**config.mk**
```make
export PLATFORM = sky130hd
export DESIGN_NAME = adc_channel_cal_config_regs
export DESIGN_NICKNAME = d
export VERILOG_FILES = /design/src/rtl/adc_cal_pkg.sv /design/src/rtl/adc_channel_cal_config_regs.sv /design/src/rtl/chan_route_decode.sv
export VERILOG_INCLUDE_DIRS = /design/src /design/src/rtl
export SDC_FILE = /design/constraint.sdc
export NUM_CORES = 1
export LEC_CHECK = 0
export BUFFER_PORTS_ARGS = -buffer_cell sky130_fd_sc_hd__buf_2
export CAP_MARGIN = 30
export CORE_ASPECT_RATIO = 1.75
export CORE_MARGIN = 2
export CORE_UTILIZATION = 50
export CTS_BUF_LIST = sky130_fd_sc_hd__clkbuf_8
export DETAILED_ROUTE_END_ITERATION = 6
export GPL_TIMING_DRIVEN = 0
export PLACE_DENSITY = 0.83
export SLEW_MARGIN = 25
export SYNTH_ARGS = -nofsm -noshare
export SYNTH_HDL_FRONTEND = slang
export SYNTH_HIERARCHICAL = 1
export SYNTH_SLANG_ARGS = --single-unit
```
**constraint.sdc**
```tcl
create_clock -name pclk -period 3.69 [get_ports pclk]
set_clock_uncertainty 0.2 [all_clocks]
set_input_delay 0.1845 -clock pclk [delete_from_list [all_inputs] [get_ports pclk]]
set_output_delay 0.1845 -clock pclk [all_outputs]
set_load 0.01 [all_outputs]
```
**src/rtl/adc_cal_consts.svh**
```systemverilog
// Purpose: Offsets, field positions, reset values and masks of the
//          channel configuration and calibration register bank.
// Assumes: Word indices; the byte address on APB is four times the index.
// Notes:   Definitions only, no logic.
`ifndef ADC_CAL_CONSTS_SVH
`define ADC_CAL_CONSTS_SVH

// Register word indices.
`define CHAN1_CONFIG_IDX          10'h00e
`define CHAN1_OFFSET_CAL_HIGH_IDX 10'h00f
`define CHAN1_OFFSET_CAL_LOW_IDX  10'h010
`define CHAN1_GAIN_CAL_HIGH_IDX   10'h011
`define CHAN1_GAIN_CAL_LOW_IDX    10'h012
`define CHAN2_CONFIG_IDX          10'h013
`define CHAN2_OFFSET_CAL_HIGH_IDX 10'h014
`define GLOBAL_DC_FILTER_IDX      10'h020
`define ROUTE_STATUS_IDX          10'h021

// Field positions inside a configuration word and a calibration low word.
`define PHASE_MSB                 15
`define PHASE_LSB                 6
`define DC_OFF_BIT                2
`define SELECT_MSB                1
`define CAL_LOW_MSB               15
`define CAL_LOW_LSB               8

// Reset values.
`define CONFIG_RESET              16'h0000
`define OFFSET_HIGH_RESET         16'h0000
`define OFFSET_LOW_RESET          16'h0000
`define GAIN_HIGH_RESET           16'h8000
`define GAIN_LOW_RESET            16'h0000
`define COEFF_RESET               4'h0

// Writable bit masks; zero bits are reserved and read as zero.
`define CONFIG_WMASK              16'hffc7
`define FULL_WMASK                16'hffff
`define CAL_LOW_WMASK             16'hff00
`define COEFF_WMASK               16'h000f

// Global coefficient: code zero disables, code n gives 2**-(n+1).
`define COEFF_DISABLED            4'h0
`define COEFF_SHIFT_BASE          5'h01

`endif

```
**src/rtl/adc_cal_pkg.sv**
```systemverilog
// Purpose: Types shared by the calibration register bank and its decoder.
// Assumes: The constants header is compiled alongside.
// Notes:   Input select encoding is fixed by the converter front end.
`default_nettype none
package adc_cal_pkg;

  // Converter input source selection.
  typedef enum logic [1:0] {
    SEL_EXTERNAL = 2'h0,
    SEL_SHORTED  = 2'h1,
    SEL_TEST_POS = 2'h2,
    SEL_TEST_NEG = 2'h3
  } input_select_type;

  // One channel configuration word as stored.
  typedef struct packed {
    logic signed [9:0] phase_delay;
    logic [2:0]        reserved;
    logic              dc_filter_off;
    input_select_type  input_select;
  } chan_config_type;

  // Front-end controls derived for one channel.
  typedef struct packed {
    logic       connect_pins;
    logic       short_inputs;
    logic       test_pos;
    logic       test_neg;
    logic       filter_on;
    logic [4:0] filter_shift;
  } chan_route_type;

endpackage
`default_nettype wire

```
**src/rtl/adc_channel_cal_config_regs.sv**
```systemverilog
// Purpose: APB register bank with configuration and calibration words of
//          converter channels 1 and 2, driving their front-end controls.
// Assumes: pclk at 25 MHz, presetn asynchronous active low, APB4 master.
// Notes:   Zero wait states; unmapped addresses answer with pslverr.
// Functional notes
// - channel 1 config holds signed 10-bit phase delay in bits 15:6, reset zero.
// - channel 2 config has its own phase delay, same place and encoding.
// - channel 1 filter-off bit at one bypasses its DC filter always.
// - filter-off bit at zero lets the channel follow the global coefficient.
// - channel 2 has its own filter-off bit acting only on channel 2.
// - select value zero connects the channel's own external input pins.
// - select value one shorts the converter inputs together.
// - select value two applies the positive DC test signal.
// - select value three applies the negative DC test signal.
// - channel 2 select uses the same encoding, default its own pins.
// - offset high word holds offset bits 23:8, reset zero.
// - offset low word holds bits 7:0 in its upper byte, low byte zero.
// - gain high word holds gain bits 23:8, resets to 8000h.
// - gain low word holds bits 7:0 in upper byte, reset zero.
// - channel 1 offset high at index Fh, low at 10h, reset zero.
// - channel 2 offset high at index 14h after channel 2 config.
// - config bits 5:3 are reserved and always read zero.
// - global 4-bit code sets coefficient 1/4 to 1/65536; zero disables.
`include "adc_cal_consts.svh"
`default_nettype none
module adc_channel_cal_config_regs
  import adc_cal_pkg::*;
#(
  parameter int ADDR_W = 12
) (
  // Clock and reset.
  input  wire logic              pclk,
  input  wire logic              presetn,
  // APB slave.
  input  wire logic              psel,
  input  wire logic              penable,
  input  wire logic              pwrite,
  input  wire logic [ADDR_W-1:0] paddr,
  input  wire logic [31:0]       pwdata,
  input  wire logic [3:0]        pstrb,
  output logic                   pready,
  output logic [31:0]            prdata,
  output logic                   pslverr,
  // Channel 1 controls.
  output logic signed [9:0]      chan1_phase_delay,
  output chan_route_type         chan1_route,
  output logic [23:0]            chan1_offset,
  output logic [23:0]            chan1_gain,
  // Channel 2 controls.
  output logic signed [9:0]      chan2_phase_delay,
  output chan_route_type         chan2_route,
  output logic [15:0]            chan2_offset_high_bits,
  // Global DC filter setting.
  output logic [3:0]             global_dc_filter_coeff
);

  // Stored words, reserved bits kept at zero by the write masks.
  chan_config_type chan1_config_reg;
  logic [15:0]     chan1_offset_cal_high_reg;
  logic [15:0]     chan1_offset_cal_low_reg;
  logic [15:0]     chan1_gain_cal_high_reg;
  logic [15:0]     chan1_gain_cal_low_reg;
  chan_config_type chan2_config_reg;
  logic [15:0]     chan2_offset_cal_high_reg;
  logic [3:0]      global_coeff_reg;

  // Bus side state.
  logic [31:0]     prdata_reg;
  logic            pslverr_reg;
  logic [31:0]     read_next;
  logic            mapped_next;
  logic            setup_phase;
  logic            write_commit;
  logic [9:0]      word_index;

  // Per-word write strobes, decoded once so each update block below
  // tests a single enable and no two blocks can disagree on an index.
  logic            chan1_config_we;
  logic            chan1_offset_high_we;
  logic            chan1_offset_low_we;
  logic            chan1_gain_high_we;
  logic            chan1_gain_low_we;
  logic            chan2_config_we;
  logic            chan2_offset_high_we;
  logic            global_coeff_we;

  // Decoded per-channel controls.
  chan_route_type  chan1_route_next;
  chan_route_type  chan2_route_next;

  // Merges a write into a stored word under byte strobes and a mask of
  // writable bits, so reserved positions never pick up written data.
  function automatic logic [15:0] merge_write(
    input logic [15:0] old_word,
    input logic [31:0] wdata,
    input logic [3:0]  strb,
    input logic [15:0] wmask
  );
    logic [15:0] lane_mask;
    lane_mask = {{8{strb[1]}}, {8{strb[0]}}} & wmask;
    merge_write = (old_word & ~lane_mask) | (wdata[15:0] & lane_mask);
  endfunction

  // Packs one channel's source and filter state into five status bits.
  function automatic logic [4:0] route_bits(input chan_route_type r);
    route_bits = {r.filter_on, r.test_neg, r.test_pos,
                  r.short_inputs, r.connect_pins};
  endfunction

  // True when the access phase commits a write to the given word.
  function automatic logic word_write(input logic       commit,
                                      input logic [9:0] index,
                                      input logic [9:0] target);
    word_write = commit && (index == target);
  endfunction

  // APB phases; the slave never stalls, so every access lasts two cycles.
  assign pready       = 1'b1;
  assign word_index   = paddr[11:2];
  assign setup_phase  = psel && !penable;
  assign write_commit = psel && penable && pready && pwrite && mapped_next;

  // Write strobes; a write to an unmapped or read-only word hits none.
  assign chan1_config_we      = word_write(write_commit, word_index,
                                           `CHAN1_CONFIG_IDX);
  assign chan1_offset_high_we = word_write(write_commit, word_index,
                                           `CHAN1_OFFSET_CAL_HIGH_IDX);
  assign chan1_offset_low_we  = word_write(write_commit, word_index,
                                           `CHAN1_OFFSET_CAL_LOW_IDX);
  assign chan1_gain_high_we   = word_write(write_commit, word_index,
                                           `CHAN1_GAIN_CAL_HIGH_IDX);
  assign chan1_gain_low_we    = word_write(write_commit, word_index,
                                           `CHAN1_GAIN_CAL_LOW_IDX);
  assign chan2_config_we      = word_write(write_commit, word_index,
                                           `CHAN2_CONFIG_IDX);
  assign chan2_offset_high_we = word_write(write_commit, word_index,
                                           `CHAN2_OFFSET_CAL_HIGH_IDX);
  assign global_coeff_we      = word_write(write_commit, word_index,
                                           `GLOBAL_DC_FILTER_IDX);

  // Word map, byte address four times the index:
  //   0x0e channel 1 configuration, 0x0f and 0x10 channel 1 offset,
  //   0x11 and 0x12 channel 1 gain, 0x13 channel 2 configuration,
  //   0x14 channel 2 offset upper bits, 0x20 global coefficient,
  //   0x21 read-only route status of both channels.
  // Any other index is unmapped and answers with pslverr.

  // Read multiplexer and address decode. Reserved bits are zero in the
  // stored words already, so reads return them as zero without masking.
  always_comb begin
    read_next   = 32'h0000_0000;
    mapped_next = 1'b1;
    case (word_index)
      `CHAN1_CONFIG_IDX: begin
        read_next[15:0] = chan1_config_reg;
      end
      `CHAN1_OFFSET_CAL_HIGH_IDX: begin
        read_next[15:0] = chan1_offset_cal_high_reg;
      end
      `CHAN1_OFFSET_CAL_LOW_IDX: begin
        read_next[15:0] = chan1_offset_cal_low_reg;
      end
      `CHAN1_GAIN_CAL_HIGH_IDX: begin
        read_next[15:0] = chan1_gain_cal_high_reg;
      end
      `CHAN1_GAIN_CAL_LOW_IDX: begin
        read_next[15:0] = chan1_gain_cal_low_reg;
      end
      `CHAN2_CONFIG_IDX: begin
        read_next[15:0] = chan2_config_reg;
      end
      `CHAN2_OFFSET_CAL_HIGH_IDX: begin
        read_next[15:0] = chan2_offset_cal_high_reg;
      end
      `GLOBAL_DC_FILTER_IDX: begin
        read_next[3:0] = global_coeff_reg;
      end
      `ROUTE_STATUS_IDX: begin
        read_next[4:0] = route_bits(chan1_route);
        read_next[9:5] = route_bits(chan2_route);
      end
      default: begin
        mapped_next = 1'b0;
      end
    endcase
  end

  // Read data and error are captured in the setup cycle and shown in the
  // access cycle, which keeps prdata off the combinational decode path.
  // A write in the access cycle just before lands at the edge that opens
  // the setup cycle, one edge before the capture, so a read that follows a write at once returns the new value.
  always_ff @(posedge pclk or negedge presetn) begin
    if (!presetn) begin
      prdata_reg  <= 32'h0000_0000;
      pslverr_reg <= 1'b0;
    end else if (setup_phase) begin
      prdata_reg  <= pwrite ? 32'h0000_0000 : read_next;
      pslverr_reg <= !mapped_next;
    end else if (!psel) begin
      prdata_reg  <= 32'h0000_0000;
      pslverr_reg <= 1'b0;
    end
  end

  // The error flag is gated by the access phase so it never shows in a
  // setup cycle; the registered part alone would linger one cycle.
  assign prdata  = prdata_reg;
  assign pslverr = pslverr_reg && psel && penable;

  // Storage: each word below resets asynchronously to its default and
  // updates only on its own strobe; the merge keeps reserved bits zero
  // whatever software writes there.

  // Channel 1 configuration word.
  always_ff @(posedge pclk or negedge presetn) begin
    if (!presetn) begin
      chan1_config_reg <= `CONFIG_RESET;
    end else if (chan1_config_we) begin
      chan1_config_reg <= merge_write(chan1_config_reg, pwdata, pstrb,
                                      `CONFIG_WMASK);
    end
  end

  // Channel 1 offset, upper sixteen bits of the 24-bit value.
  always_ff @(posedge pclk or negedge presetn) begin
    if (!presetn) begin
      chan1_offset_cal_high_reg <= `OFFSET_HIGH_RESET;
    end else if (chan1_offset_high_we) begin
      chan1_offset_cal_high_reg <= merge_write(chan1_offset_cal_high_reg,
                                               pwdata, pstrb,
                                               `FULL_WMASK);
    end
  end

  // Channel 1 offset, low byte held in the upper byte of the word.
  always_ff @(posedge pclk or negedge presetn) begin
    if (!presetn) begin
      chan1_offset_cal_low_reg <= `OFFSET_LOW_RESET;
    end else if (chan1_offset_low_we) begin
      chan1_offset_cal_low_reg <= merge_write(chan1_offset_cal_low_reg,
                                              pwdata, pstrb,
                                              `CAL_LOW_WMASK);
    end
  end

  // Channel 1 gain, upper sixteen bits; resets to unity gain.
  always_ff @(posedge pclk or negedge presetn) begin
    if (!presetn) begin
      chan1_gain_cal_high_reg <= `GAIN_HIGH_RESET;
    end else if (chan1_gain_high_we) begin
      chan1_gain_cal_high_reg <= merge_write(chan1_gain_cal_high_reg,
                                             pwdata, pstrb,
                                             `FULL_WMASK);
    end
  end

  // Channel 1 gain, low byte held in the upper byte of the word.
  always_ff @(posedge pclk or negedge presetn) begin
    if (!presetn) begin
      chan1_gain_cal_low_reg <= `GAIN_LOW_RESET;
    end else if (chan1_gain_low_we) begin
      chan1_gain_cal_low_reg <= merge_write(chan1_gain_cal_low_reg,
                                            pwdata, pstrb,
                                            `CAL_LOW_WMASK);
    end
  end

  // Channel 2 configuration word, independent of channel 1.
  always_ff @(posedge pclk or negedge presetn) begin
    if (!presetn) begin
      chan2_config_reg <= `CONFIG_RESET;
    end else if (chan2_config_we) begin
      chan2_config_reg <= merge_write(chan2_config_reg, pwdata, pstrb,
                                      `CONFIG_WMASK);
    end
  end

  // Channel 2 offset, upper sixteen bits.
  always_ff @(posedge pclk or negedge presetn) begin
    if (!presetn) begin
      chan2_offset_cal_high_reg <= `OFFSET_HIGH_RESET;
    end else if (chan2_offset_high_we) begin
      chan2_offset_cal_high_reg <= merge_write(chan2_offset_cal_high_reg,
                                               pwdata, pstrb,
                                               `FULL_WMASK);
    end
  end

  // Global DC filter coefficient shared by both channels.
  always_ff @(posedge pclk or negedge presetn) begin
    if (!presetn) begin
      global_coeff_reg <= `COEFF_RESET;
    end else if (global_coeff_we) begin
      global_coeff_reg <= 4'(merge_write({12'h000, global_coeff_reg},
                                         pwdata, pstrb,
                                         `COEFF_WMASK));
    end
  end

  // One decoder module serves both channels, so a change to the select
  // encoding always lands on both of them at once.

  // Channel 1 front-end and filter decode.
  chan_route_decode chan1_decode (
    .config_word  (chan1_config_reg),
    .global_coeff (global_coeff_reg),
    .route        (chan1_route_next)
  );

  // Channel 2 decode; it sees only its own word, so its filter-off bit
  // cannot reach channel 1.
  chan_route_decode chan2_decode (
    .config_word  (chan2_config_reg),
    .global_coeff (global_coeff_reg),
    .route        (chan2_route_next)
  );

  // Front-end controls are registered so analog switches see clean
  // levels; they settle one cycle after the word that steers them.
  // The cost is one cycle in which the switches still follow the old
  // word; software should let the front end settle before converting.
  always_ff @(posedge pclk or negedge presetn) begin
    if (!presetn) begin
      chan1_route <= '0;
      chan2_route <= '0;
    end else begin
      chan1_route <= chan1_route_next;
      chan2_route <= chan2_route_next;
    end
  end

  // Phase delays pass straight from the stored words as signed counts.
  // The modulator side applies the cycle shift; no sign handling here.
  assign chan1_phase_delay = chan1_config_reg.phase_delay;
  assign chan2_phase_delay = chan2_config_reg.phase_delay;

  // Calibration values assembled from their split words.
  assign chan1_offset = {chan1_offset_cal_high_reg,
                         chan1_offset_cal_low_reg[`CAL_LOW_MSB:
                                                  `CAL_LOW_LSB]};
  assign chan1_gain   = {chan1_gain_cal_high_reg,
                         chan1_gain_cal_low_reg[`CAL_LOW_MSB:
                                                `CAL_LOW_LSB]};
  assign chan2_offset_high_bits = chan2_offset_cal_high_reg;
  assign global_dc_filter_coeff = global_coeff_reg;

endmodule // adc_channel_cal_config_regs
`default_nettype wire

```
**src/rtl/chan_route_decode.sv**
```systemverilog
// Purpose: Turns one channel configuration word and the global DC filter
//          coefficient into the channel's front-end and filter controls.
// Assumes: Pure combinational logic; the caller registers its inputs.
// Notes:   Used once per channel so both channels decode identically.
`include "adc_cal_consts.svh"
`default_nettype none
module chan_route_decode
  import adc_cal_pkg::*;
(
  // Configuration in.
  input  wire chan_config_type config_word,
  input  wire logic [3:0]      global_coeff,
  // Controls out.
  output chan_route_type       route
);

  // Exactly one source switch closes for any select value.
  always_comb begin
    route = '0;
    case (config_word.input_select)
      SEL_EXTERNAL: route.connect_pins = 1'b1;
      SEL_SHORTED:  route.short_inputs = 1'b1;
      SEL_TEST_POS: route.test_pos     = 1'b1;
      SEL_TEST_NEG: route.test_neg     = 1'b1;
      default:      route.connect_pins = 1'b1;
    endcase
    // The channel bit overrides the global setting only to turn off.
    route.filter_on = !config_word.dc_filter_off &&
                      (global_coeff != `COEFF_DISABLED);
    route.filter_shift = route.filter_on ?
                         ({1'b0, global_coeff} + `COEFF_SHIFT_BASE) :
                         5'h00;
  end

endmodule // chan_route_decode
`default_nettype wire
```
Word level (Yosys, flattened, before mapping):

Index checks and enable logic that the tools add are counted.
Widths: inputs -> output; s select.

* reduce and logical (&&, ||, !) cells: 24
* bitwise logic cells: 24
* add/sub/neg operators: 1
* mux-type cells: 19
* eq/ne operators: 16

Operator list (number)
* $and 16x16->16: 10
* $or 16x16->16: 7
* $mux 32: 2
* $eq 10x5->1 const B: 5
* $not 16->16: 3
* $pmux 6 s8: 1
* $pmux 6 s7: 1
* $pmux 4 s9: 1
* $eq 10x4->1 const B: 2
* $eq 10x6->1 const B: 2
* $logic_and 1x1->1: 16
* $mux 16: 1
* $mux 1: 11
* $mux 5: 2
* $reduce_or 9->1: 1
* $and 4x4->4: 2
* $eq 2x2->1 const B: 4
* $add 4x1->5 const B: 1
* $eq 2x1->1 const B: 2
* $logic_not 1->1: 4
* $logic_not 2->1: 2
* $not 4->4: 1
* $or 4x4->4: 1
* $reduce_bool 4->1: 1
* $ne 2x1->1 const B: 1

* register bits after elaboration: 169
* output and inout bits: 142

Logic depth before layout (Yosys ltp):

Gate-level depths: netlist of run 1.

* depth after elaboration: 5
* gate-level depth with buffers: 7

By module:

The synthesis of run 1 kept the hierarchy.

By module, submodules not included
* adc_channel_cal_config_regs: cells each 454, instances 1, sequential area each 3279.4 µm², area each 6047.0 µm²
* chan_route_decode: cells each 20, instances 2, sequential area each 0.0 µm², area each 136.4 µm²

Worst setup path before layout of run 1:

Ideal clock, no wire load.

* path kind: input -> register
* from: in paddr[9]
* to: reg (tool-made name)
* library setup time: 0.125 ns
* cell stages on the path: 6
* data arrival time: 1.926 ns
* path slack: 1.439 ns
* path buffers: 2
* cells stage by stage: or4_4 -> buf_6 -> nor4_4 -> and2_1 -> buf_2 -> mux2_2

RTL lines
* from (decl): RTL line adc_channel_cal_config_regs.sv:38 `input wire logic [ADDR_W-1:0] paddr,`

Worst setup path in the final report of run 1:

* from: in psel
* to: out pslverr

* longest elaborated chain between the ends: 2

Ends and longest elaborated chain
* from (decl): RTL line adc_channel_cal_config_regs.sv:35 `input wire logic psel,`
* $logic_and 1x1->1 (2 in series): RTL line adc_channel_cal_config_regs.sv:208 `assign pslverr = pslverr_reg && psel && penable;`
* to (decl): RTL line adc_channel_cal_config_regs.sv:43 `output logic pslverr,`

Every way passes these cells.

==> impl_metrics.env, run 1 <==
export IMPL_portBuffers=157
export IMPL_gr_usage_all_layers=0.2747
export IMPL_p_sw_w=0.0006955
export IMPL_leakage_nw=4.365
export IMPL_fin_crit_sh=0.7636
export IMPL_worstPathMaxFanout=10
export IMPL_power_frac_clock=0.434
export IMPL_clockRootBuffer="clkbuf_8"
export IMPL_tightest_slew_ps=916.5
export IMPL_firstDrtPassIters=7
export IMPL_status="complete, no violations"
export IMPL_netlist_area_um2=6320
export IMPL_critical_path_slowest_cell="dlygate4sd3_1"
export IMPL_nets=764
export IMPL_path_cells="dlygate4sd3_1, buf_2, and2_1, clkbuf_1, clkbuf_1, nand2_1, inv_1, buf_2"
export IMPL_dieArea_um2=13590
export IMPL_regToRegEndpoint="prdata[9]"
export IMPL_clockBufferDepth=2
export IMPL_finalHoldViolations=0
export IMPL_ys_warnings_count=6
export IMPL_h_tree_depth=4
export IMPL_pwr_share_comb=0.063
export IMPL_reg2reg_setup_slack_ps=1930
export IMPL_hold_start="pwrite"
export IMPL_io_pins=195
export IMPL_whs_path_depth=4
export IMPL_ys_types=55
export IMPL_post_place_ws_ps=712.1
export IMPL_setup_ws_ps=872.3
export IMPL_crit_type="in2out"
export IMPL_synth_seq_cells=131
export IMPL_report_final_slew_viol_count=0
export IMPL_rows=54
export IMPL_rsz0062_at_grt="false"
export IMPL_place_congestion=0.9143
export IMPL_cp_top_family="buffers and inverters"
export IMPL_cts_sinks=131
export IMPL_antenna_found_initial=0
export IMPL_routed_wl_um=18160
export IMPL_num_antenna_cells=0
export IMPL_cts_tree="done"
export IMPL_overflow=0
export IMPL_grt_pass1_vias=5217
export IMPL_insertion_delay_ps=450
export IMPL_setup_violations=0
export IMPL_drc=0
export IMPL_tns_ps=0
export IMPL_cts_resized=0
export IMPL_slowest_delay_ps=530
export IMPL_numCtsBuffers=17
export IMPL_fin_crit_ps=2818
export IMPL_seqPwrFrac=0.503
export IMPL_fmaxAchievable_mhz=354.9
export IMPL_ant_nets=0
export IMPL_intPower_w=0.002170
export IMPL_num_vias=4995
export IMPL_syn_avg_cell_area_um2=12.79
export IMPL_crit_arrival_ps=2430
export IMPL_slew_headroom=0.3890
export IMPL_post_dp_hpwl_um=13070
export IMPL_clk_pin_slew_ps=80
export IMPL_critPathBufInv=6
export IMPL_routedWlPerCell_um=20.45
export IMPL_synth_edff_count=0
export IMPL_maxCapViolations=0
export IMPL_async_reset_ff_frac=1.000
export IMPL_die_w_um=88.99
export IMPL_holdCritPathClass="in2reg"
export IMPL_areaGrowthSynthToFinish_pct=27.10
export IMPL_die_h_um=152.7
export IMPL_grt_pass1_wl_um=27910
export IMPL_switching_share=0.2427
export IMPL_powerDensity_nw_per_um2=356.8
export IMPL_rr_worst_depth=5
export IMPL_end_kind="output pin"
export IMPL_startpoint_type="primary input"
export IMPL_start_util=0.5084
export IMPL_vias_per_cell=5.625
export IMPL_initialDrtViolationCount=369
export IMPL_core_area_um2=12430
export IMPL_grt_max_degree=99
export IMPL_synth_cells=494
export IMPL_power_w=0.002866
export IMPL_drive_above_1_share=0.5125
export IMPL_synth_main_ff_cell="dfrtp_1"
export IMPL_ir_drop_v=0.0002777
export IMPL_cp_required_ps=3310
export IMPL_hold_end="prdata[13]"
export IMPL_yosysSeqAreaShare=0.5189
[stage by stage]
stage               instance area (um2)  utilization  hold slack (ps)  instances
floorplan                          6376            -           -311.1        509
global placement                   7372       0.5930            248.9        834
detailed placement                 7410       0.5960           -132.6        835
CTS                                8033       0.6461            54.43        888
global route                       8033       0.6461            113.8        888
finish                             8033       0.6461            88.47        888
[Yosys cell counts, types with 8 or more instances]
| cell type | count | area share |
|---|---|---|
| dfrtp_1 | 130 | 0.51 |
| mux2_2 | 112 | 0.20 |
| buf_4 | 37 | 0.044 |
| nand2_1 | 19 | 0.011 |
| a22oi_1 | 16 | 0.019 |
| o21ai_0 | 14 | 0.011 |
| mux2i_1 | 13 | 0.021 |
| nor2_1 | 11 | 0.0065 |
| nand2b_1 | 9 | 0.0089 |
| nor2b_1 | 8 | 0.0079 |
[worst reg2reg max path: stages (launching register included)]
cell	delay [ps]
dfrtp_1	400
mux2_2	270
a22oi_1	200
nor3_1	80
a311o_1	320
a2bb2oi_1	140
[how the worst max path moves through the flow]
stage / startpoint / slack (ps) / cells after the start / to
after detailed placement: paddr[3] / 710 / 6 / flip-flop
after global routing: psel / 730 / 8 / pslverr
after CTS: psel / 890 / 8 / pslverr
after global placement: presetn / 620 / 1 / async pin
final: psel / 870 / 8 / pslverr
after floorplan: paddr[9] / 1440 / 6 / flip-flop
[placed cells by master, fill, tap and decap left out, types with 3 or more instances in the layout]
cell type / n
buf_2: 162
clkinvlp_4: 4
dlygate4sd3_1: 20
nor2b_1: 8
dfrtp_1: 130
nand2b_1: 9
and2_1: 7
o22ai_1: 7
a22oi_1: 16
conb_1: 17
a21oi_1: 7
a22o_1: 5
clkbuf_8: 19
a221oi_1: 3
nor4_4: 3
mux2_2: 112
a222oi_1: 5
o21ai_0: 14
inv_1: 9
buf_4: 37
clkbuf_1: 7
mux2i_1: 13
bufinv_16: 3
a21boi_0: 5
nand2_1: 19
ha_1: 4
nor2_1: 11
a2bb2oi_1: 7
clkinv_2: 3
and3_1: 6
nor3_1: 4
[layout make-up]
class	count	area, um2
Fill cell	1006	4399
Sequential cell	131	3279
Multi-Input combinational cell	315	2679
Timing Repair Buffer	179	1044
Buffer	56	391.6
Clock buffer	17	234.0
Tap cell	168	210.2
Clock inverter	15	168.9
Inverter	7	26.28
[cells by family after synthesis]
logic type | after synthesis | synth area share
xor gates and xnor gates | 2 | 0.002772
buffers and inverters | 63 | 0.06613
AOI/OAI and AO/OA | 75 | 0.08553
and+or+nand+nor | 92 | 0.09741
other | 2 | 0.001188
DFF | 131 | 0.5189
adders and majority gates | 4 | 0.007920
muxes | 125 | 0.2202
[layer usage]
layer,vias to the layer above,GRT usage,share of wire
met5,-,0,0
met2,262,0.4844,0.55
met4,0,0.1393,0.036
li1,2177,-,-
met1,2505,0.3003,0.35
met3,51,0.05742,0.062
[power groups by stage]
| stage | registers [W] | clock network (W) | logic, W |
|---|---|---|---|
| final | 0.00144 | 0.00124 | 0.000179 |
| after global routing | 0.00144 | 0.00132 | 0.000195 |
| after CTS | 0.00144 | 0.00126 | 0.000178 |
| after detailed placement | 0.00147 | 0 | 0.000158 |
| after global placement | 0.00147 | 0 | 0.000149 |
| after floorplan | 0.00147 | 0 | 0.0000698 |
[repair_timing]
action,in CTS,in global routing
hold buffers,21,0
setup buffers,0,0
endpoints found under the hold margin,225,0
Power figures use the tool's default switching activity.
==> run 2, diff against run 1 <==
--- a/config.mk
+++ b/config.mk
@@ -6,6 +6,7 @@
 export SDC_FILE = /design/constraint.sdc
 export NUM_CORES = 1
 export LEC_CHECK = 0
+export ABC_AREA = 1
 export BUFFER_PORTS_ARGS = -buffer_cell sky130_fd_sc_hd__buf_2
 export CAP_MARGIN = 30
 export CORE_ASPECT_RATIO = 1.75
@@ -14,7 +15,7 @@
 export CTS_BUF_LIST = sky130_fd_sc_hd__clkbuf_8
 export DETAILED_ROUTE_END_ITERATION = 6
 export GPL_TIMING_DRIVEN = 0
-export PLACE_DENSITY = 0.83
+export PLACE_DENSITY = 0.82
 export SLEW_MARGIN = 25
 export SYNTH_ARGS = -nofsm -noshare
 export SYNTH_HDL_FRONTEND = slang
==> constraint.sdc (replaced) <==
create_clock -name pclk -period 2.7 [get_ports pclk]
set_clock_uncertainty 0.2 [all_clocks]
set_input_delay 0.135 -clock pclk [delete_from_list [all_inputs] [get_ports pclk]]
set_output_delay 0.135 -clock pclk [all_outputs]
set_load 0.01 [all_outputs]
==> run 2 against run 1 <==
  * Sequential power up 36%
  * First-iteration DRC count up 65%
  * Non-clock buffer count up 21
  * Cell area up 6.5%
  * Area after synthesis up 7.2%
  * Cell count up 41%
  * Count of clock-buffer cells in the layout up 3
  * Power up 41%
  * Synthesized cell count up 72%
  * Combinational power up 36%
  * Sequential share of layout area down 2.5 points
  * Critical endpoint is now prdata[11]
==> impl_metrics.env, run 2 <==
export IMPL_use_met1=0.3707
export IMPL_critical_path_slowest_cell="dlygate4sd3_1"
export IMPL_drc=0
export IMPL_num_antenna_cells=0
export IMPL_fin_crit_sh=0.9346
export IMPL_synth_main_ff_cell="dfrtp_1"
export IMPL_routedWlPerCell_um=18.85
export IMPL_busiest_layer="met2"
export IMPL_n_fill_cell=1184
export IMPL_clk_pin_slew_ps=70
export IMPL_path_cells="dlygate4sd3_1, buf_2, nor2_1, dlygate4sd3_1, inv_1, nor2_2, a21boi_2, nand2_1, nand2_1"
export IMPL_num_vias=7070
export IMPL_tightest_slew_ps=850.5
export IMPL_status="complete, no violations"
export IMPL_rsz0062_at_grt="false"
export IMPL_layout_common_cells="352 x nand2_1, 163 x buf_2, 130 x dfrtp_1, 103 x nand4_1, 41 x buf_4"
export IMPL_syn_avg_cell_area_um2=7.968
export IMPL_tns_ps=0
export IMPL_cp_required_ps=2890
export IMPL_crit_type="in2reg"
export IMPL_areaGrowthSynthToFinish_pct=26.31
export IMPL_finalHoldViolations=0
export IMPL_worstPathMaxFanout=7
export IMPL_yosys_area_top_type_share=0.4803
export IMPL_ir_drop_v=0.0003261
export IMPL_overflow=0
export IMPL_clockBufferDepth=2
export IMPL_crit_path_start="penable"
export IMPL_dieArea_um2=14530
export IMPL_initialDrtViolationCount=609
export IMPL_report_final_slew_viol_count=0
export IMPL_synth_cells_most_frequent="352 x nand2_1, 130 x dfrtp_1, 103 x nand4_1"
export IMPL_fmaxAchievable_mhz=396.3
export IMPL_maxCapViolations=0
export IMPL_final_area_um2=8554
export IMPL_powerDensity_nw_per_um2=473.0
export IMPL_leakage_nw=5.080
export IMPL_grt_pass1_vias=6736
export IMPL_post_dp_hpwl_um=17010
export IMPL_drive_above_1_share=0.2609
export IMPL_grt_pass1_wl_um=36350
export IMPL_die_w_um=91.98
export IMPL_place_area_um2=7860
export IMPL_ant_nets=0
export IMPL_numCtsBuffers=17
export IMPL_multi_input_area_um2=2861
export IMPL_cts_sinks=131
export IMPL_regToRegEndpoint="prdata[1]"
export IMPL_async_reset_ff_frac=1.000
export IMPL_seq_area_um2=3279
export IMPL_crit_arrival_ps=2710
export IMPL_slowest_delay_ps=740
export IMPL_fin_crit_ps=2523
export IMPL_reg2reg_setup_slack_ps=600
export IMPL_gr_usage_met3=0.07282
export IMPL_routed_wl_um=23590
export IMPL_netlist_area_um2=6773
export IMPL_firstDrtPassIters=5
export IMPL_portBuffers=155
export IMPL_grt_max_degree=92
export IMPL_die_h_um=158.0
export IMPL_layout_commonest_cell="nand2_1"
export IMPL_end_kind="flip-flop"
export IMPL_slew_headroom=0.4299
export IMPL_cts_setup_buffers=0
export IMPL_synth_seq_cells=131
export IMPL_yosys_top_cells_area="dfrtp_1 48%, nand2_1 20%, nand4_1 9.5%, buf_4 4.5%, nand3_1 3.0%"
export IMPL_gr_usage_all_layers=0.3336
export IMPL_synth_edff_count=0
export IMPL_vias_per_cell=5.651
export IMPL_ys_types=32
export IMPL_synth_cells=850
export IMPL_yosysSeqAreaShare=0.4842
export IMPL_endpoint="prdata[11]"
export IMPL_setup_violations=0
export IMPL_place_congestion=1.001
export IMPL_core_area_um2=13310
export IMPL_cts_tree="done"
export IMPL_ys_warnings_count=6
export IMPL_insertion_delay_ps=460
export IMPL_nets=1121
export IMPL_antenna_found_initial=0
export IMPL_holdCritPathClass="in2async"
export IMPL_io_pins=195
export IMPL_h_tree_depth=4
export IMPL_grt_util_met2=0.5616
export IMPL_synth_most_common_cell="nand2_1"
export IMPL_rr_worst_depth=7
export IMPL_rows=56
export IMPL_start_util=0.5087
export IMPL_clockRootBuffer="clkbuf_8"
export IMPL_synth_top_area_cell="dfrtp_1"
export IMPL_startpoint_type="primary input"
[run 2: metal layers]
metal | wire (um) | vias up | part of all wire
li1 | - | 3182 | -
met2 | 11780 | 458 | 0.50
met5 | 0 | - | 0
met1 | 7743 | 3303 | 0.33
met3 | 2072 | 127 | 0.088
met4 | 1994 | 0 | 0.085
[run 2: per-stage QoR]
step                      std cells  setup slack, ps  total power, W  utilization  hold slack [ps]
after floorplan                 865             1088        0.002089            -           -360.6
after global placement         1194           -466.8        0.002199       0.5876            233.6
final                          1251            176.5        0.004046       0.6426            37.84
after global routing           1251            58.89        0.004150       0.6426            44.50
after detailed placement       1195            459.6        0.002209       0.5904           -158.7
after CTS                      1251            26.45        0.004043       0.6421            27.69
[run 2: critical path, delay by kind of cell]
family | cells | cell delay (ps)
buffers and inverters | 4 | 1510
AOI/OAI and AO/OA | 1 | 360
and+or+nand+nor | 4 | 710
[run 2: how the worst min path moves through the flow]
stage,slack (ps),from,cells after the start,endpoint
3_5_place_dp,-160,presetn,1,chan2_route[5]
3_3_place_gp,230,pwdata[5],3,flip-flop
4_1_cts,30,pstrb[1],4,flip-flop
6_report,40,presetn,2,async pin
2_1_floorplan,-360,presetn,0,async pin
5_1_grt,40,presetn,2,async pin
[run 2: kinds of logic (layout without fill, tap and decap cells)]
family                   after synthesis  in the layout  synth area share
AND/OR/NAND/NOR                      565            565            0.3815
flip-flops                           131            131            0.4842
buffers and inverters                125            337            0.1025
AO/OA/AOI/OAI                         21             21           0.02069
adder cells (fa/ha/maj)                4              4          0.007390
other                                  2             17          0.001109
XOR/XNOR                               2              2          0.002587
[run 2: cell type report]
class	count	area share
clock inverters	12	0.01901
clock buffers	20	0.03218
plain buffers	76	0.05968
multi-input cells	609	0.3345
well taps	174	0.02545
repair buffers	180	0.1243
inverters	49	0.02150
flip-flops and latches	131	0.3834
[run 2: where the power goes]
group / internal (W) / switching, W
clock: 0.00107 / 0.000774
sequential: 0.00196 / 0.000000321
combinational: 0.0000767 / 0.000167
[run 2: what timing repair did]
| action | CTS | global route |
|---|---|---|
| endpoints found under the setup margin | 0 | 6 |
| resized for setup | 0 | 2 |
| hold buffers | 24 | 0 |
| endpoints found under the hold margin | 236 | 0 |
==> run 3, diff against run 2 <==
--- a/config.mk
+++ b/config.mk
@@ -15,6 +15,7 @@
 export CTS_BUF_LIST = sky130_fd_sc_hd__clkbuf_8
 export DETAILED_ROUTE_END_ITERATION = 6
 export GPL_TIMING_DRIVEN = 0
+export MAX_ROUTING_LAYER = met4
 export PLACE_DENSITY = 0.82
 export SLEW_MARGIN = 25
 export SYNTH_ARGS = -nofsm -noshare
==> run 3 against run 2 <==
  * Sequential power about the same
  * Sequential cell count is the same
  * Critical path depth down 1
  * Clock power down 11%
  * Global-route usage grew 0.26 points
  * First-iteration DRC count shrank 12%
  * Critical endpoint unchanged
  * Cell area is 0.76% lower
  * Die area unchanged
  * Worst hold slack worse by 1.9 ps
  * Combinational power about the same
  * Wire length fell by 0.82%
  * Via count is 1.1% lower
==> impl_metrics.env, run 3 (synthesized netlist as in run 2, its figures left out) <==
export IMPL_status="complete, no violations"
export IMPL_post_place_ws_ps=429.9
export IMPL_slew_headroom=0.4480
export IMPL_ant_nets=0
export IMPL_drive_above_1_share=0.2567
export IMPL_startpoint_type="primary input"
export IMPL_grt_pass1_wl_um=35710
export IMPL_nets=1121
export IMPL_layout_commonest_cell="nand2_1"
export IMPL_cts_tree="done"
export IMPL_cp_required_ps=2890
export IMPL_post_dp_hpwl_um=17190
export IMPL_fin_crit_sh=0.8765
export IMPL_rows=56
export IMPL_end_kind="flip-flop"
export IMPL_num_vias=6991
export IMPL_worstPathMaxFanout=8
export IMPL_portBuffers=155
export IMPL_fin_crit_ps=2367
export IMPL_ir_drop_v=0.0003122
export IMPL_path_cells="dlygate4sd3_1, buf_2, nor2_1, inv_1, nor2_1, a21boi_1, nand2_1, nand2_1"
export IMPL_setup_violations=0
export IMPL_critical_path_slowest_cell="dlygate4sd3_1"
export IMPL_initialDrtViolationCount=536
export IMPL_core_area_um2=13310
export IMPL_die_w_um=91.98
export IMPL_crit_type="in2reg"
export IMPL_layout_common_cells="352 x nand2_1, 163 x buf_2, 130 x dfrtp_1, 103 x nand4_1, 41 x buf_4"
export IMPL_fmaxAchievable_mhz=422.5
export IMPL_crit_arrival_ps=2560
export IMPL_place_congestion=1.022
export IMPL_place_area_um2=7860
export IMPL_finalHoldViolations=0
export IMPL_grt_max_degree=88
export IMPL_switching_share=0.2357
export IMPL_cp_top_family="simple AND/OR/NAND/NOR gates"
export IMPL_overflow=0
export IMPL_power_frac_clock=0.424
export IMPL_drc=0
export IMPL_vias_per_cell=5.597
export IMPL_report_final_slew_viol_count=0
export IMPL_intPower_w=0.002929
export IMPL_firstDrtPassIters=5
export IMPL_holdCritPathClass="in2reg"
export IMPL_num_antenna_cells=0
export IMPL_dieArea_um2=14530
export IMPL_final_area_um2=8489
export IMPL_areaGrowthSynthToFinish_pct=25.35
export IMPL_insertion_delay_ps=450
export IMPL_reg2reg_setup_slack_ps=730
export IMPL_clockRootBuffer="clkbuf_8"
export IMPL_maxCapViolations=0
export IMPL_start_util=0.5087
export IMPL_slowest_delay_ps=540
export IMPL_critPathBufInv=3
export IMPL_antenna_found_initial=0
export IMPL_numCtsBuffers=17
export IMPL_routedWlPerCell_um=18.73
export IMPL_cts_sinks=131
export IMPL_p_sw_w=0.0009032
export IMPL_gr_usage_all_layers=0.3363
export IMPL_clk_pin_slew_ps=70
export IMPL_clockBufferDepth=2
export IMPL_fin_util=0.6377
export IMPL_leakage_nw=5.053
export IMPL_setup_ws_ps=333.4
export IMPL_grt_pass1_vias=6814
export IMPL_die_h_um=158.0
export IMPL_h_tree_depth=4
export IMPL_tightest_slew_ps=823.5
export IMPL_n_fill_cell=1181
export IMPL_routed_wl_um=23390
export IMPL_seqPwrFrac=0.512
export IMPL_io_pins=195
export IMPL_pwr_share_comb=0.063
export IMPL_powerDensity_nw_per_um2=451.5
export IMPL_rsz0062_at_grt="false"
run 3: worst min-delay path: stages:
cell     delay (ps)
buf_2           170
nand4_2         220
nand2_1          70
nand2_1          50
run 3: repair_timing:
action                                 4_1_cts  5_1_grt
endpoints found under the hold margin      236        0
hold buffers                                24        0
gates resized for setup                      0        0
buffers inserted                             0        0
run 3: final cells by class:
cell class | count | area (um2) | area share
buffer | 76 | 510.5 | 0.06013
clock buffer | 21 | 289.0 | 0.03405
clock inverter | 9 | 90.09 | 0.01061
inverter | 49 | 183.9 | 0.02167
multi-input combinational | 609 | 2855 | 0.3363
sequential | 131 | 3279 | 0.3863
tap | 174 | 217.7 | 0.02564
timing repair buffer | 180 | 1064 | 0.1253
run 3: per-stage QoR:
stage	hold WS, ps	total power (W)	setup TNS [ps]	cells
after floorplan	-360.6	0.002089	0	865
after global placement	233.0	0.002200	-59530	1194
after detailed placement	-148.1	0.002208	0	1195
after CTS	22.84	0.003830	0	1249
after global routing	52.48	0.003928	0	1249
final	35.91	0.003833	0	1249
run 3: path summary, 6_finish.rpt:
| kind | start | to | depth (start not counted) |
|---|---|---|---|
| max | penable | prdata[11] | 8 |
| min | pstrb[1] | flip-flop | 4 |
| max reg2reg | flip-flop | prdata[8] | 7 |
| min reg2reg | prdata[0] | prdata[0] | 2 |
| max in group asynchronous | presetn | async pin | 4 |
| min in group asynchronous | presetn | async pin | 3 |
run 3: routing by layer:
metal	global-route usage	vias up	share of wire
li1	-	3180	-
met1	0.3478	3263	0.33
met2	0.5616	423	0.50
met3	0.05426	125	0.077
met4	0.2736	0	0.089
met5	-	-	0
run 3: power by group through the flow:
stage | logic (W) | clock network [W] | registers [W]
2_1_floorplan | 0.0000882 | 0 | 0.00200
3_3_place_gp | 0.000199 | 0 | 0.00200
3_5_place_dp | 0.000208 | 0 | 0.00200
4_1_cts | 0.000238 | 0.00163 | 0.00196
5_1_grt | 0.000262 | 0.00170 | 0.00196
6_report | 0.000242 | 0.00163 | 0.00196
